[config.mk]
export PLATFORM = sky130hd
export DESIGN_NAME = icc_adjust_flat
export DESIGN_NICKNAME = d
export VERILOG_FILES = /design/src/hdl/icc_pkg.sv /design/src/hdl/icc_core_if.sv /design/src/hdl/icc_adjust.sv /design/src/flat_wrapper.sv
export VERILOG_INCLUDE_DIRS = /design/src /design/src/hdl
export SDC_FILE = /design/constraint.sdc
export NUM_CORES = 1
export LEC_CHECK = 0
export ABC_AREA = 1
export BUFFER_PORTS_ARGS = -buffer_cell sky130_fd_sc_hd__clkbuf_2
export CORE_MARGIN = 2
export CORE_UTILIZATION = 55
export DETAILED_ROUTE_END_ITERATION = 16
export PLACE_DENSITY = 0.81
export SETUP_SLACK_MARGIN = 0.2
export SLEW_MARGIN = 20
export SYNTH_ARGS = -nofsm -noshare
export SYNTH_HDL_FRONTEND = slang
export SYNTH_SLANG_ARGS = --single-unit
[constraint.sdc]
create_clock -name vclk -period 5.75
set_input_delay 0.2875 -clock vclk [all_inputs]
set_output_delay 0.2875 -clock vclk [all_outputs]
set_load 0.02 [all_outputs]
[src/hdl/icc_params.svh]
// Purpose: constants of the instruction clock-count model
// Assumes: included by bare name from the package and design modules
// Notes: all counts are in processor clocks
`ifndef ICC_PARAMS_SVH
`define ICC_PARAMS_SVH

`define ICC_CW 10
`define ICC_MISALIGN_CLKS 10'h003
`define ICC_BASE_DEP_CLKS 10'h001
`define ICC_INDEX_CLKS 10'h001
`define ICC_DISP_IMM_CLKS 10'h001
`define ICC_INVAL_CLKS 10'h001
`define ICC_TLB_NONE_CLKS 10'h00d
`define ICC_TLB_ONE_CLKS 10'h015
`define ICC_TLB_BOTH_CLKS 10'h01c
`define ICC_BURST_LATER_BEATS 10'h003
`define ICC_BUS_R_DEF 10'h002
`define ICC_BUS_B_DEF 10'h001
`define ICC_BUS_W_DEF 10'h002
`define ICC_BUS_R_FAST 10'h002
`define ICC_PREFIX_OP 8'h0f
`define ICC_EXT_MASK 8'hf6
`define ICC_EXT_MATCH 8'hb6
`define ICC_EXT_Z_BIT 3
`define ICC_LEA_OP 8'h8d
`define ICC_EXT_CLKS 10'h003
`define ICC_EXT_MISS_CLKS 10'h002
`define ICC_LEA_CLKS 10'h001
`define ICC_LEA_IDX_CLKS 10'h002

`endif

[src/hdl/icc_pkg.sv]
// Purpose: types shared by the clock-count model modules
// Assumes: icc_params.svh supplies the count width
// Notes: none
`include "icc_params.svh"

package icc_pkg;

  typedef logic [`ICC_CW-1:0] icc_clk_t;

  typedef enum logic [1:0] {
    ICC_KIND_OTHER,
    ICC_KIND_EXT,
    ICC_KIND_LEA
  } icc_kind_e;

  typedef enum logic [1:0] {
    ICC_ST_IDLE,
    ICC_ST_STALL,
    ICC_ST_DONE
  } icc_state_e;

endpackage

[src/hdl/icc_core_if.sv]
// Purpose: carrier between the model top, its decoder and its adder
// Assumes: one clock domain
// Notes: pure wiring, no logic
`timescale 1ns/100ps

interface icc_core_if;
  import icc_pkg::*;
  logic [7:0] op0;
  logic [7:0] op1;
  logic mem_form;
  logic uses_index;
  icc_kind_e kind;
  logic ext_sign;
  icc_clk_t dec_base;
  icc_clk_t dec_miss;
  logic [1:0] misalign_cnt;
  logic base_dep;
  logic push_pop_pair;
  logic disp_imm;
  logic jmp_miss;
  logic jmp_dword;
  logic jmp_burst;
  logic [1:0] wr_cnt;
  logic wbuf_full;
  logic tlb_miss;
  logic [1:0] tlb_upd;
  logic multi_unaligned;
  logic data_miss;
  icc_clk_t adj_sum;

  modport dec (input op0, op1, mem_form, uses_index,
               output kind, ext_sign, dec_base, dec_miss);
  modport adj (input kind, uses_index, misalign_cnt, base_dep, push_pop_pair,
               disp_imm, jmp_miss, jmp_dword, jmp_burst, wr_cnt, wbuf_full,
               tlb_miss, tlb_upd, multi_unaligned, data_miss,
               output adj_sum);
  modport top (output op0, op1, mem_form, uses_index, misalign_cnt, base_dep,
               push_pop_pair, disp_imm, jmp_miss, jmp_dword, jmp_burst,
               wr_cnt, wbuf_full, tlb_miss, tlb_upd, multi_unaligned, data_miss,
               input kind, ext_sign, dec_base, dec_miss, adj_sum);
endinterface // icc_core_if

[src/hdl/icc_adjust.sv]
// Purpose: sums the fixed per-instruction clock adjustments
// Assumes: bus timing r-b-w given as parameters
// Notes: combinational; stall clocks are counted by the top instead
`timescale 1ns/100ps
`include "icc_params.svh"

module icc_adjust
  import icc_pkg::*;
#(
  parameter icc_clk_t BUS_R = `ICC_BUS_R_DEF,
  parameter icc_clk_t BUS_B = `ICC_BUS_B_DEF,
  parameter icc_clk_t BUS_W = `ICC_BUS_W_DEF
)
(
  icc_core_if.adj bus
);
  import icc_pkg::*;

  // one line fill: first read plus the later burst beats
  function automatic icc_clk_t line_fill(input icc_clk_t r, input icc_clk_t b);
    line_fill = r + b * `ICC_BURST_LATER_BEATS;
  endfunction

  function automatic icc_clk_t times(input logic [1:0] n, input icc_clk_t k);
    times = icc_clk_t'(n) * k;
  endfunction

  icc_clk_t sum;

  always_comb
  begin
    sum = times(bus.misalign_cnt, `ICC_MISALIGN_CLKS);
    if (bus.base_dep && !bus.push_pop_pair)
      sum = sum + `ICC_BASE_DEP_CLKS;
    // effective-address load already counts its index in the base clocks
    if (bus.uses_index && bus.kind != ICC_KIND_LEA)
      sum = sum + `ICC_INDEX_CLKS;
    if (bus.jmp_miss)
    begin
      sum = sum + BUS_R;
      if (bus.jmp_dword)
        sum = sum + BUS_B * `ICC_BURST_LATER_BEATS;
      if (bus.jmp_burst)
        sum = sum + line_fill(BUS_R, BUS_B);
    end
    if (bus.wbuf_full)
      sum = sum + times(bus.wr_cnt, BUS_W);
    if (bus.disp_imm)
      sum = sum + `ICC_DISP_IMM_CLKS;
    if (bus.tlb_miss)
    begin
      case (bus.tlb_upd)
        2'h0: sum = sum + `ICC_TLB_NONE_CLKS;
        2'h1: sum = sum + `ICC_TLB_ONE_CLKS;
        default: sum = sum + `ICC_TLB_BOTH_CLKS;
      endcase
    end
    if (bus.data_miss && bus.multi_unaligned)
      sum = sum + line_fill(BUS_R, BUS_B);
    bus.adj_sum = sum;
  end

endmodule // icc_adjust

[src/flat_wrapper.sv]
// flat-port wrapper written by rule: the top's interface ports become plain ports
module icc_adjust_flat import icc_pkg::*;
#(
  parameter icc_clk_t BUS_R = `ICC_BUS_R_DEF,
  parameter icc_clk_t BUS_B = `ICC_BUS_B_DEF,
  parameter icc_clk_t BUS_W = `ICC_BUS_W_DEF
)
  (bus_kind, bus_uses_index, bus_misalign_cnt, bus_base_dep, bus_push_pop_pair, bus_disp_imm, bus_jmp_miss, bus_jmp_dword, bus_jmp_burst, bus_wr_cnt, bus_wbuf_full, bus_tlb_miss, bus_tlb_upd, bus_multi_unaligned, bus_data_miss, bus_adj_sum);
  icc_core_if bus_i ();
  input wire logic [$bits(bus_i.kind)-1:0] bus_kind;
  input wire logic [$bits(bus_i.uses_index)-1:0] bus_uses_index;
  input wire logic [$bits(bus_i.misalign_cnt)-1:0] bus_misalign_cnt;
  input wire logic [$bits(bus_i.base_dep)-1:0] bus_base_dep;
  input wire logic [$bits(bus_i.push_pop_pair)-1:0] bus_push_pop_pair;
  input wire logic [$bits(bus_i.disp_imm)-1:0] bus_disp_imm;
  input wire logic [$bits(bus_i.jmp_miss)-1:0] bus_jmp_miss;
  input wire logic [$bits(bus_i.jmp_dword)-1:0] bus_jmp_dword;
  input wire logic [$bits(bus_i.jmp_burst)-1:0] bus_jmp_burst;
  input wire logic [$bits(bus_i.wr_cnt)-1:0] bus_wr_cnt;
  input wire logic [$bits(bus_i.wbuf_full)-1:0] bus_wbuf_full;
  input wire logic [$bits(bus_i.tlb_miss)-1:0] bus_tlb_miss;
  input wire logic [$bits(bus_i.tlb_upd)-1:0] bus_tlb_upd;
  input wire logic [$bits(bus_i.multi_unaligned)-1:0] bus_multi_unaligned;
  input wire logic [$bits(bus_i.data_miss)-1:0] bus_data_miss;
  output wire logic [$bits(bus_i.adj_sum)-1:0] bus_adj_sum;
  assign bus_i.kind = bus_kind;
  assign bus_i.uses_index = bus_uses_index;
  assign bus_i.misalign_cnt = bus_misalign_cnt;
  assign bus_i.base_dep = bus_base_dep;
  assign bus_i.push_pop_pair = bus_push_pop_pair;
  assign bus_i.disp_imm = bus_disp_imm;
  assign bus_i.jmp_miss = bus_jmp_miss;
  assign bus_i.jmp_dword = bus_jmp_dword;
  assign bus_i.jmp_burst = bus_jmp_burst;
  assign bus_i.wr_cnt = bus_wr_cnt;
  assign bus_i.wbuf_full = bus_wbuf_full;
  assign bus_i.tlb_miss = bus_tlb_miss;
  assign bus_i.tlb_upd = bus_tlb_upd;
  assign bus_i.multi_unaligned = bus_multi_unaligned;
  assign bus_i.data_miss = bus_data_miss;
  assign bus_adj_sum = bus_i.adj_sum;
  icc_adjust #(.BUS_R(BUS_R), .BUS_B(BUS_B), .BUS_W(BUS_W)) u_core (.bus(bus_i));
endmodule
### Word-level counts from Yosys, hierarchy flattened

Cells that the tools add are included.

| word-level totals | value |
|---|---|
| flip-flop bits (word level) | 0 |
| bits of input ports | 19 |
| output and inout port bits | 10 |

| cells by class | value |
|---|---|
| $add $sub $neg | 11 |
| multiply operators | 1 |
| equality and inequality tests | 2 |
| muxes and demuxes | 11 |
| reduce and logical (&&, ||, !) cells | 5 |

Operators by type and width:

| kind | count |
|---|---|
| $mux W10 | 10 |
| $add A10 B1 Y10 const B | 2 |
| $add A10 B2 Y10 const B | 2 |
| $add A10 B3 Y10 const B | 2 |
| $add A10 B5 Y10 const B | 2 |
| $pmux W10 S2 | 1 |
| $add A10 B3 Y10 | 1 |
| $add A10 B4 Y10 const B | 1 |
| $add A4 B1 Y5 const B | 1 |
| $mul A2 B2 Y4 const B | 1 |
| $logic_and A1 B1 Y1 | 3 |
| $eq A2 B1 Y1 const B | 1 |
| $logic_not A2 Y1 | 1 |
| $ne A2 B2 Y1 const B | 1 |
| $logic_not A1 Y1 | 1 |

### Depth between registers and ports, before layout

| depth | value |
|---|---|
| depth in word-level cells | 21 |
| depth in mapped cells | 43 |

### Worst setup path after synthesis

Ideal clock, no wire load.

| timing | value |
|---|---|
| path kind | input port to output port |
| start point | input bus_misalign_cnt[0] |
| end point | output bus_adj_sum[8] |
| arrival | 5.482 ns |
| data required time | 5.463 ns |
| slack | -0.019 ns |
| cell stages on the path | 39 |
| path buffers | 0 |
| path through | inv_1 -> ha_1 -> inv_1 -> nand3_1 -> nand2_1 -> inv_1 -> ha_1 -> or2_2 -> nand2_1 -> inv_1 -> ha_1 -> or2_2 -> nand2_1 -> ha_1 -> a21oi_1 -> nand2_1 -> o21ai_1 -> inv_1 -> (+3 left out) -> nand2_1 -> a21boi_2 -> nand2_1 -> nor2_1 -> nand3_2 -> nand2_2 -> inv_2 -> ha_1 -> o21ai_1 -> nand2_1 -> nand2_1 -> nand3_1 -> nand2_1 -> nand3b_1 -> nand2_1 -> nand2_2 -> inv_2 -> nor3_2 |

| between the ends | value |
|---|---|
| cells in the longest elaborated chain, start to end | 21 |
| elaborated cells between the ends (all ways) | 23 |
| classes of those cells | add/sub (11); mul (1); mux (11) |

Ends and longest elaborated chain:

| what | RTL line | RTL |
|---|---|---|
| from (decl) | flat_wrapper.sv:12 | `input wire logic [$bits(bus_i.misalign_cnt)-1:0] bus_misalign_cnt;` |
| $mul A2 B2 Y4 (*) | icc_adjust.sv:25 | `times = icc_clk_t'(n) * k;` |
| $add A4 B1 Y5 (no source line) | n/a |  |
| $mux W10 (*) | icc_adjust.sv:33 | `if (bus.base_dep && !bus.push_pop_pair)` |
| $add A10 B1 Y10 (no source line) | n/a |  |
| $mux W10 (*) | icc_adjust.sv:36 | `if (bus.uses_index && bus.kind != ICC_KIND_LEA)` |
| $add A10 B2 Y10 | icc_adjust.sv:40 | `sum = sum + BUS_R;` |
| $add A10 B2 Y10 (no source line) | n/a |  |
| $mux W10 | icc_adjust.sv:41 | `if (bus.jmp_dword)` |
| (+5 left out) | n/a |  |
| $mux W10 (*) | icc_adjust.sv:46 | `if (bus.wbuf_full)` |
| $add A10 B1 Y10 (no source line) | n/a |  |
| $mux W10 (*) | icc_adjust.sv:48 | `if (bus.disp_imm)` |
| $add A10 B5 Y10 (no source line) / $add A10 B4 Y10 (equally long branches) | n/a |  |
| $pmux W10 S2 | icc_adjust.sv:52 | `case (bus.tlb_upd)` |
| $mux W10 (*) | icc_adjust.sv:50 | `if (bus.tlb_miss)` |
| $add A10 B3 Y10 | icc_adjust.sv:59 | `sum = sum + line_fill(BUS_R, BUS_B);` |
| $mux W10 (*) | icc_adjust.sv:58 | `if (bus.data_miss && bus.multi_unaligned)` |
| to (decl) | flat_wrapper.sv:25 | `output wire logic [$bits(bus_i.adj_sum)-1:0] bus_adj_sum;` |

Every way passes the cells marked *; elsewhere a longest branch is shown, timed or not. The select of a mux whose other input is x is not followed.

### Final worst setup path

| timing | value |
|---|---|
| start point | input bus_base_dep |
| end point | output bus_adj_sum[6] |

| between the ends | value |
|---|---|
| cells in the longest elaborated chain, start to end | 20 |
| elaborated cells between the ends (all ways) | 22 |
| classes of those cells | add/sub (10); mux (11); reduce/logical (1) |

Ends and longest elaborated chain:

| what | RTL line | RTL |
|---|---|---|
| from (decl) | flat_wrapper.sv:13 | `input wire logic [$bits(bus_i.base_dep)-1:0] bus_base_dep;` |
| $logic_and A1 B1 Y1 (*) | icc_adjust.sv:33 |  |
| $mux W10 (*) | icc_adjust.sv:33 |  |
| $add A10 B1 Y10 (no source line) | n/a |  |
| $mux W10 (*) | icc_adjust.sv:36 |  |
| $add A10 B2 Y10 | icc_adjust.sv:40 |  |
| $add A10 B2 Y10 (no source line) | n/a |  |
| $mux W10 | icc_adjust.sv:41 |  |
| $mux W10 | icc_adjust.sv:38 | `if (bus.jmp_miss)` |
| (+4 left out) | n/a |  |
| $mux W10 (*) | icc_adjust.sv:46 |  |
| $add A10 B1 Y10 (no source line) | n/a |  |
| $mux W10 (*) | icc_adjust.sv:48 |  |
| $add A10 B5 Y10 (no source line) / $add A10 B4 Y10 (equally long branches) | n/a |  |
| $pmux W10 S2 | icc_adjust.sv:52 |  |
| $mux W10 (*) | icc_adjust.sv:50 |  |
| $add A10 B3 Y10 | icc_adjust.sv:59 |  |
| $mux W10 (*) | icc_adjust.sv:58 |  |

Marks and branches as above.

==> flow_metrics.env <==
export IMPL_status="finished with violations"
export IMPL_violations="negative setup slack"
export IMPL_syn_area_per_cell_um2=5.23
export IMPL_wirelength_um=8930
export IMPL_vdd_drop_max_uv=148
export IMPL_period_share_pct=107
export IMPL_diodes=0
export IMPL_final_cell_area_um2=2840
export IMPL_drc=0
export IMPL_crit_path_frequent_cell="buf_4"
export IMPL_cp_start_kind="primary input"
export IMPL_path_class="primary input to output pin"
export IMPL_totalPowerFinal_mw=0.564
export IMPL_p_int_mw=0.233
export IMPL_die_x_um=62.0
export IMPL_drv_cap=0
export IMPL_dp_hpwl_um=3660
export IMPL_p_leak_nw=1.57
export IMPL_synth_top_area_cell="nand2_1"
export IMPL_place_congestion=0.848
export IMPL_final_max_slew_viol_count=0
export IMPL_synth_lib_cells_used_distinct=29
export IMPL_fin_crit_ps=6160
export IMPL_critPathBufInv=15
export IMPL_io_pins=29
export IMPL_nClkBuffers=0
export IMPL_p_switching_mw=0.331
export IMPL_cellPowerDensity_nw_per_um2=198
export IMPL_crit_path_end_kind="output pin"
export IMPL_required_ps=5460
export IMPL_hold_class="primary input to output pin"
export IMPL_layout_setup_ws_ps=-408
export IMPL_cp_top_family="simple AND/OR/NAND/NOR gates"
export IMPL_fillers=162
export IMPL_pwr_share_comb_pct=100.0
export IMPL_preCtsSetupSlack_ps=-225
export IMPL_die_area_um2=3850
export IMPL_synth_top_area_share_pct=23.5
export IMPL_fin_nets=475
export IMPL_row_count=21
export IMPL_whs_ps=1070
export IMPL_syn_to_final_growth_pct=53.5
export IMPL_ant_nets=0
export IMPL_setup_tns_ps=-1720
export IMPL_swShare_pct=58.7
export IMPL_grt_pass1_wl_um=10300
export IMPL_crit_slowest_cell="fa_1"
export IMPL_die_y_um=62.0
export IMPL_drt_initial_drc_count=424
export IMPL_grt_pass1_vias=2316
export IMPL_p_clk_share_pct=0
export IMPL_fmax_mhz=162
export IMPL_synth_area_leaders="nand2_1 23%, inv_1 12%, ha_1 11%, nand3_1 11%, nand2_2 8.4%"
export IMPL_cpPeakStageDelay_ps=450
export IMPL_rsz0062_at_grt="true"
export IMPL_coreArea_um2=3280
export IMPL_worst_endpoint_arrival_ps=5870
export IMPL_cts_hold_buf=0
export IMPL_synth_fp_nets=391
export IMPL_track_usage_pct=35.4
export IMPL_cp_max_fo=5
export IMPL_overflow=0
export IMPL_yosysSeqAreaShare_pct=0
export IMPL_final_layout_size_suffix_gt1_share_pct=42.7
export IMPL_numPortBuffers=28
export IMPL_dr_pass1_iters=8
export IMPL_initial_core_util_pct=56.4
export IMPL_viasPerCell=6.25
export IMPL_antenna_found_initial=0
export IMPL_setup_violations=6
export IMPL_yosys_warnings=0
export IMPL_seq_cell_count=0
export IMPL_via_count=3014
export IMPL_post_drt_wl_per_cell_um=18.5
export IMPL_seq_area_um2=0
export IMPL_grt_max_degree=12
export IMPL_netlist_area_um2=1850
export IMPL_seqPwrFrac_pct=0
export IMPL_place_area_um2=2260
export IMPL_hold_viol=0
export IMPL_synthesis_instances=354
-- layer usage --
metal	vias to the layer above	wire, µm	track usage (%)
met1	1273	2970	43.5
met4	0	882	17.6
li1	1279	-	-
met3	118	1080	3.73
met5	-	0	0
met2	344	4000	60.9
-- area by class of cell --
type	instances	area, µm²	share of cell area, %
tap	46	57.6	2.02
timing repair buffer	85	631	22.2
multi-input combinational	287	1910	67.0
inverter	64	249	8.75
-- repair_timing --
item	4_1_cts	5_1_grt
setup buffers	30	3
pin swaps	33	28
setup endpoints to repair	6	8
gates resized for setup	31	51
-- per-stage QoR --
step                std cells  utilization [%]
global route              482             86.6
global placement          449             68.7
detailed placement        449             68.7
CTS                       479             80.6
floorplan                 354                -
finish                    482             86.6
-- path summary, 6_finish.rpt --
| check | depth (start not counted) | start | to | slack [ps] |
|---|---|---|---|---|
| hold / removal | 4 | bus_multi_unaligned | bus_adj_sum[0] | 1070 |
| setup / recovery | 41 | bus_base_dep | bus_adj_sum[6] | -410 |
-- Yosys cell counts --
cell and count:
xnor2_1 3, nor3_1 1, a21boi_2 1, nor2_1 23, o21ai_1 2, or2_1 1, fa_1 1, nor2_2 1
nand3_2 11, clkbuf_1 1, o211ai_1 1, inv_1 59, inv_2 5, xor2_1 5, nor3_2 1, nand3b_1 5
conb_1 1, nand2_1 116, a21oi_1 8, nand2_4 2, o21ai_2 5, buf_4 2, nand2_2 25, nand3_1 42
o21bai_1 3, or2_2 2, ha_1 17, o21ai_0 7, nand4_1 3
-- cell usage in the layout (no fill, tap or decap), types with 4 or more instances in the layout --
cell      instances
ha_1              8
nand3b_1          5
nor2_1           20
ha_4              7
o21ai_2           6
a21oi_1           6
xor2_1            4
clkbuf_2         20
o21ai_0           5
inv_1            49
nand2_2          33
buf_4            55
inv_2            12
nand3_2          11
buf_6             6
nand2_1         104
nand3_4           6
nand2_4           6
nand3_1          36
-- power by group through the flow --
stage / Clock, mW / Combinational, mW / Sequential (mW)
2_1_floorplan: 0 / 0.258 / 0
3_3_place_gp: 0 / 0.350 / 0
3_5_place_dp: 0 / 0.359 / 0
4_1_cts: 0 / 0.429 / 0
5_1_grt: 0 / 0.592 / 0
6_report: 0 / 0.564 / 0
-- cell families after synthesis --
group | synth area share, %
AO/OA/AOI/OAI | 9.18
XOR/XNOR | 3.78
adder cells (fa/ha/maj) | 12.6
buffers and inverters | 14.0
other | 0.202
AND/OR/NAND/NOR | 60.3
Note: power is estimated with default switching activity, not from simulation.
